## src/shz_pkg.sv

```systemverilog
// package for the shift/logic unit issue hazard block
package shz_pkg;
   // instruction classes presented to the unit
   typedef enum logic [2:0] {
      CLS_SINGLE = 3'h0,
      CLS_DP_CMP = 3'h1,
      CLS_TWO_DP = 3'h2,
      CLS_BRANCH = 3'h3,
      CLS_NONE = 3'h4
   } shz_class_t;
   // occupancy cycles of each class, counting the first execute phase
   localparam int unsigned SINGLE_BUSY = 1;
   localparam int unsigned DP_CMP_BUSY = 2;
   localparam int unsigned TWO_DP_BUSY = 2;
   // block masks: bit0 read_decode_block, bit1 write_port_block
   localparam logic [1:0] BLK_READ = 2'h1;
   localparam logic [1:0] BLK_WRITE = 2'h2;
   localparam logic [1:0] BLK_NONE = 2'h0;
endpackage : shz_pkg

```

## src/shz_issue_if.sv

```systemverilog
// carrier for per-cycle pending-use flags between the tracker and the top
interface shz_issue_if;
   logic read_pend;
   logic write_pend;
   logic xpath_pend;
   modport tracker (output read_pend, output write_pend, output xpath_pend);
   modport user (input read_pend, input write_pend, input xpath_pend);
endinterface : shz_issue_if

```

## src/shz_tracker.sv

```systemverilog
// tracks the second-cycle read, write and cross path use of the unit
module shz_tracker (
   // clock and reset
   input wire logic mclk,
   input wire logic reset,
   input wire logic clk_en,
   // issued instruction
   input wire logic issue,
   input wire shz_pkg::shz_class_t issue_class,
   input wire logic issue_xpath,
   // pending uses in the following cycle
   shz_issue_if.tracker pend
);
   typedef struct packed {
      logic rd;
      logic wr;
      logic xp;
   } shz_trk_t;
   shz_trk_t s_q, s_d;

   always_comb begin
      s_d = '{rd: 1'b0, wr: 1'b0, xp: 1'b0};
      if (issue) begin
         case (issue_class)
            // compare reads again and writes in its second cycle
            shz_pkg::CLS_DP_CMP: begin
               s_d.rd = 1'b1;
               s_d.wr = 1'b1;
               s_d.xp = issue_xpath;
            end
            // two-cycle op writes remaining half in cycle 2
            shz_pkg::CLS_TWO_DP: s_d.wr = 1'b1;
            // single-cycle and branch leave nothing behind
            default: s_d = '{rd: 1'b0, wr: 1'b0, xp: 1'b0};
         endcase
      end
   end

   always_ff @(posedge mclk) begin
      if (reset) begin
         s_q <= '{rd: 1'b0, wr: 1'b0, xp: 1'b0};
      end else if (clk_en) begin
         s_q <= s_d;
      end
   end

   assign pend.read_pend = s_q.rd;
   assign pend.write_pend = s_q.wr;
   assign pend.xpath_pend = s_q.xp;
endmodule : shz_tracker

```

## src/shz_hazard.sv

```systemverilog
// issue hazard logic for one side's shift/logic functional unit
module shz_hazard (
   // clock and reset
   input wire logic mclk,
   input wire logic reset,
   input wire logic clk_en,
   // candidate for this unit
   input wire logic cand_valid,
   input wire shz_pkg::shz_class_t cand_class,
   input wire logic cand_reg_branch,
   input wire logic cand_xpath,
   // instruction actually entering the first execute phase
   input wire logic first_execute_phase,
   // cross path user on another unit of this side
   input wire logic sib_xpath_valid,
   // permissions
   output logic unit_issue_ok,
   output logic sib_xpath_ok,
   // block reasons for the candidate
   output logic read_decode_block,
   output logic write_port_block
);
   shz_issue_if pend_if ();

   shz_tracker u_trk (
      .mclk(mclk),
      .reset(reset),
      .clk_en(clk_en),
      .issue(first_execute_phase),
      .issue_class(cand_class),
      .issue_xpath(cand_xpath),
      .pend(pend_if.tracker)
   );

   // which blocks apply to a class given pending uses
   function automatic logic [1:0] blk_for(input shz_pkg::shz_class_t c,
                                          input logic reg_br,
                                          input logic rd, input logic wr);
      logic [1:0] m;
      m = shz_pkg::BLK_NONE;
      case (c)
         shz_pkg::CLS_SINGLE, shz_pkg::CLS_TWO_DP: begin
            if (rd) m = m | shz_pkg::BLK_READ;
            if (wr) m = m | shz_pkg::BLK_WRITE;
         end
         shz_pkg::CLS_DP_CMP: if (rd) m = shz_pkg::BLK_READ;
         // other branch forms read no register
         shz_pkg::CLS_BRANCH: if (rd && reg_br) m = shz_pkg::BLK_READ;
         default: m = shz_pkg::BLK_NONE;
      endcase
      return m;
   endfunction : blk_for

   logic [1:0] blk;
   always_comb begin
      blk = blk_for(cand_class, cand_reg_branch, pend_if.read_pend,
                    pend_if.write_pend);
   end

   // permission is combinational so a held op retries next cycle
   assign read_decode_block = cand_valid & blk[0];
   assign write_port_block = cand_valid & blk[1];
   assign unit_issue_ok = cand_valid & (blk == shz_pkg::BLK_NONE);
   // single-cycle leaves no cross path use, compare keeps it in cycle 2
   assign sib_xpath_ok = sib_xpath_valid & ~pend_if.xpath_pend;

   // a held candidate is the dispatcher's job; nothing is queued here

   AST_CMP_BLOCKS_SINGLE: assert property (@(posedge mclk) disable iff (reset)
      (clk_en && first_execute_phase && cand_class == shz_pkg::CLS_DP_CMP)
      ##1 (cand_valid && cand_class == shz_pkg::CLS_SINGLE)
      |-> !unit_issue_ok && read_decode_block && write_port_block)
      else $error("single-cycle op not blocked after compare");
   AST_CMP_READ_ONLY: assert property (@(posedge mclk) disable iff (reset)
      (clk_en && first_execute_phase && cand_class == shz_pkg::CLS_DP_CMP)
      ##1 (cand_valid && cand_class == shz_pkg::CLS_DP_CMP)
      |-> read_decode_block && !write_port_block)
      else $error("compare after compare blocking wrong");
   AST_TWO_DP_WRITE: assert property (@(posedge mclk) disable iff (reset)
      (clk_en && first_execute_phase && cand_class == shz_pkg::CLS_TWO_DP)
      ##1 (cand_valid && cand_class == shz_pkg::CLS_TWO_DP)
      |-> write_port_block && !read_decode_block)
      else $error("two-cycle op not write blocked");
   AST_TWO_DP_BRANCH: assert property (@(posedge mclk) disable iff (reset)
      (clk_en && first_execute_phase && cand_class == shz_pkg::CLS_TWO_DP)
      ##1 (cand_valid && cand_class == shz_pkg::CLS_BRANCH)
      |-> unit_issue_ok)
      else $error("branch wrongly blocked after two-cycle op");
   AST_SINGLE_FREE: assert property (@(posedge mclk) disable iff (reset)
      (clk_en && first_execute_phase && cand_class == shz_pkg::CLS_SINGLE)
      ##1 cand_valid |-> unit_issue_ok)
      else $error("op blocked after single-cycle op");
   AST_SINGLE_XPATH: assert property (@(posedge mclk) disable iff (reset)
      (clk_en && first_execute_phase && cand_class == shz_pkg::CLS_SINGLE)
      ##1 sib_xpath_valid |-> sib_xpath_ok)
      else $error("cross path refused after single-cycle op");
   AST_CMP_XPATH: assert property (@(posedge mclk) disable iff (reset)
      (clk_en && first_execute_phase && cand_class == shz_pkg::CLS_DP_CMP
       && cand_xpath) ##1 1'b1 |-> !sib_xpath_ok)
      else $error("cross path granted during compare");
   AST_NONREG_BRANCH: assert property (@(posedge mclk) disable iff (reset)
      (cand_valid && cand_class == shz_pkg::CLS_BRANCH && !cand_reg_branch)
      |-> unit_issue_ok)
      else $error("non-register branch blocked");
   AST_CLEARS_CYCLE3: assert property (@(posedge mclk) disable iff (reset)
      (clk_en && first_execute_phase && cand_class != shz_pkg::CLS_NONE)
      ##1 (clk_en && !first_execute_phase) ##1 cand_valid
      |-> unit_issue_ok)
      else $error("block lasted past cycle 2");
endmodule : shz_hazard

```

## config.mk

```make
export PLATFORM = sky130hd
export DESIGN_NAME = shz_hazard
export DESIGN_NICKNAME = d
export VERILOG_FILES = /design/src/shz_pkg.sv /design/src/shz_issue_if.sv /design/src/shz_tracker.sv /design/src/shz_hazard.sv
export SDC_FILE = /design/constraint.sdc
export NUM_CORES = 1
export LEC_CHECK = 0
export BUFFER_PORTS_ARGS = -buffer_cell sky130_fd_sc_hd__buf_2
export CAP_MARGIN = 15
export CORE_AREA = 2 2 39 41
export CTS_CLUSTER_SIZE = 20
export DETAILED_ROUTE_END_ITERATION = 8
export DIE_AREA = 0 0 41 43
export PLACE_DENSITY_LB_ADDON = 0.05
export SETUP_SLACK_MARGIN = 0.5
export SLEW_MARGIN = 20
export SYNTH_ARGS = -nofsm -noshare
export SYNTH_HDL_FRONTEND = slang
export SYNTH_HIERARCHICAL = 1
export SYNTH_SLANG_ARGS = --single-unit
```

## constraint.sdc

```tcl
create_clock -name mclk -period 1.05 [get_ports mclk]
set_input_delay 0.21 -clock mclk [delete_from_list [all_inputs] [get_ports mclk]]
set_output_delay 0.21 -clock mclk [all_outputs]
set_load 0.01 [all_outputs]
```

==> run metrics <==
P_leak 0.179 nW; Seq/Total Area, Yosys 32.7%; global-route wire length before repair 834 um; final-layout fill cell count 152; Synth Area in Compound Gates 29.3%; post-synth net total 29; Core Util, Final 27.7%; pwr/cell area 1050 nW/um^2; setup TNS -292 ps; via count 213; library cells used by synthesis 13; die width 41 um; CTS clock-pin slew for the worst setup and hold paths 40 ps; Final Net Count 51; Residual DRC 0; Post-Syn Area 184 sq um; Final Instance Area 383 sq um; flops & latches, synth 3; DRT iter0 DRCs 0; critical path type reg -> out; CTS tree yes; Starting Density 13.3%; worst vdd rail ir drop 213 uV; Final WS setup -176 ps; Die ar. 1760 sq um; core box area 1380 sq um; Rows 14; wire length per cell 8.96 um; Tot GR Track Use 7.42%; WP data required 840 ps; Post-Synth Adder-Cell Area 0%; Max FO, Critical Path 4; Max Slew Vio Count 0; Mean Syn Cell Area 10.2 sq um; Post-DP Area 304 sq um; Startpoint Class flip-flop; fin crit share 117%; Die H 43 um; failing checks setup timing; # IOs 15; pre-CTS worst setup slack -5.06 ps; CTS H-tree depth 1; drt total wl 493 um; clock sink total 3; multiplexer share of the synthesized area 0%; main combinational cell family by area after synthesis simple AND/OR/NAND/NOR gates; post-cts hold buffer count 0; final hold violation count 0; CTS buffer count 3; n_diodes 0; area occupied by registers 63.8 sq um; synth warn 6; XOR/XNOR share of the synthesized area 4.76%; detailed-router iteration count before antenna repair 1; clock buffer depth 2; Max Cap Violations 0; CP Data Arrival Time 1020 ps; CP endpoint kind output pin; DRT antenna net count 0; Clock Skews 0 ps; layout cell share with drive strength beyond 1 76.9%; Worst Max-Slew Pin Slew 212 ps; Slew Limit Headroom 85.8%; total gr overflow 0; largest net degree at the start of global routing 6; vias in the first global route 204; Tmin final 1230 ps; Layout area overhead 108%; hold depth 2; Max Clock Freq 816 MHz; RSZ-0062 raised after global routing true; status finished with violations; Port Buffer Count 14; Root Driver clkbuf_4; gpl congestion 0.554; Worst Reg2Reg Path Length in Cells 1; via-per-instance ratio 3.87; cell count after synthesis 18; Hold WC Path Type in -> reg; Synth Area in Simple Gates 33.3%; initial antenna violation count 0; final setup vio count 3; footprint of the multi-input gates 150 sq um; worst skew pair latency 230 ps
kinds of logic after synthesis:
logic type	after synthesis
XOR/XNOR	1
flip-flops	3
AND/OR/NAND/NOR	8
AO/OA/AOI/OAI	6
final cells by class:
| class | instances | area share, % |
|---|---|---|
| clock buffer | 4 | 6.86 |
| multi-input combinational | 15 | 39.2 |
| sequential | 3 | 16.7 |
| tap | 16 | 5.23 |
| timing repair buffer | 17 | 32.0 |
cells in the final DEF (no fill, tap or decap), types with 2 or more instances in the layout:
master    Yosys  final
buf_2         0     11
a22o_2        2      2
nor2b_4       0      2
clkbuf_4      0      3
buf_6         0      4
dfxtp_2       0      3
through the flow:
step	hold slack, ps	instances	power, mW
floorplan	377	18	0.144
global placement	467	50	0.181
detailed placement	469	50	0.181
CTS	224	54	0.402
global route	250	55	0.433
finish	233	55	0.400
critical path, cell delays in order (launching register included):
cell and delay [ps]:
dfxtp_2 350, o21bai_1 70, o221a_1 230, buf_2 140
report_power, final:
group | internal (mW) | leakage (nW) | switching, mW
Clock | 0.142 | 0.0150 | 0.0605
Sequential | 0.117 | 0.0257 | 0.00181
Combinational | 0.0506 | 0.138 | 0.0278
state kept, by name, indices dropped and copies added (netlist names):
signal / flops
u_trk/pend.write_pend: 1
u_trk/pend.xpath_pend: 1
u_trk/pend.read_pend: 1
timing repair:
item / 4_1_cts / 5_1_grt
pin swaps: 1 / 4
setup buffers: 0 / 1
endpoints found under the hold margin: 0 / 0
resized for setup: 4 / 6
cloned: 0 / 0
setup endpoints to repair: 7 / 7
path summary, 6_finish.rpt:
check,start,to,slack (ps)
setup / recovery,u_trk/pend.read_pend,unit_issue_ok,-180
setup reg to reg,u_trk/pend.read_pend,u_trk/pend.read_pend,400
hold reg to reg,u_trk/pend.write_pend,u_trk/pend.write_pend,490
hold / removal,cand_xpath,u_trk/pend.xpath_pend,230
synthesized netlist by cell type:
cell type  number  area, sq um
a21oi_1         1         5.00
a22o_2          2         20.0
a32o_1          1         10.0
and4bb_1        1         12.5
and4bb_2        1         12.5
dfxtp_1         3         60.1
nand2b_1        1         6.26
nand3b_1        1         7.51
nor2_1          1         3.75
nor2b_1         3         18.8
o21bai_1        1         7.51
o221a_1         1         11.3
xor2_1          1         8.76
layer usage:
metal,wire [um],up-vias,track usage (%),share of wire (%)
met5,0,-,0,0
met4,0,0,6.00,0
met3,40,0,3.14,8.1
met2,248,8,9.38,50
met1,203,93,9.29,41
li1,-,112,-,-
No activity file was read; power rests on OpenSTA's default activity.
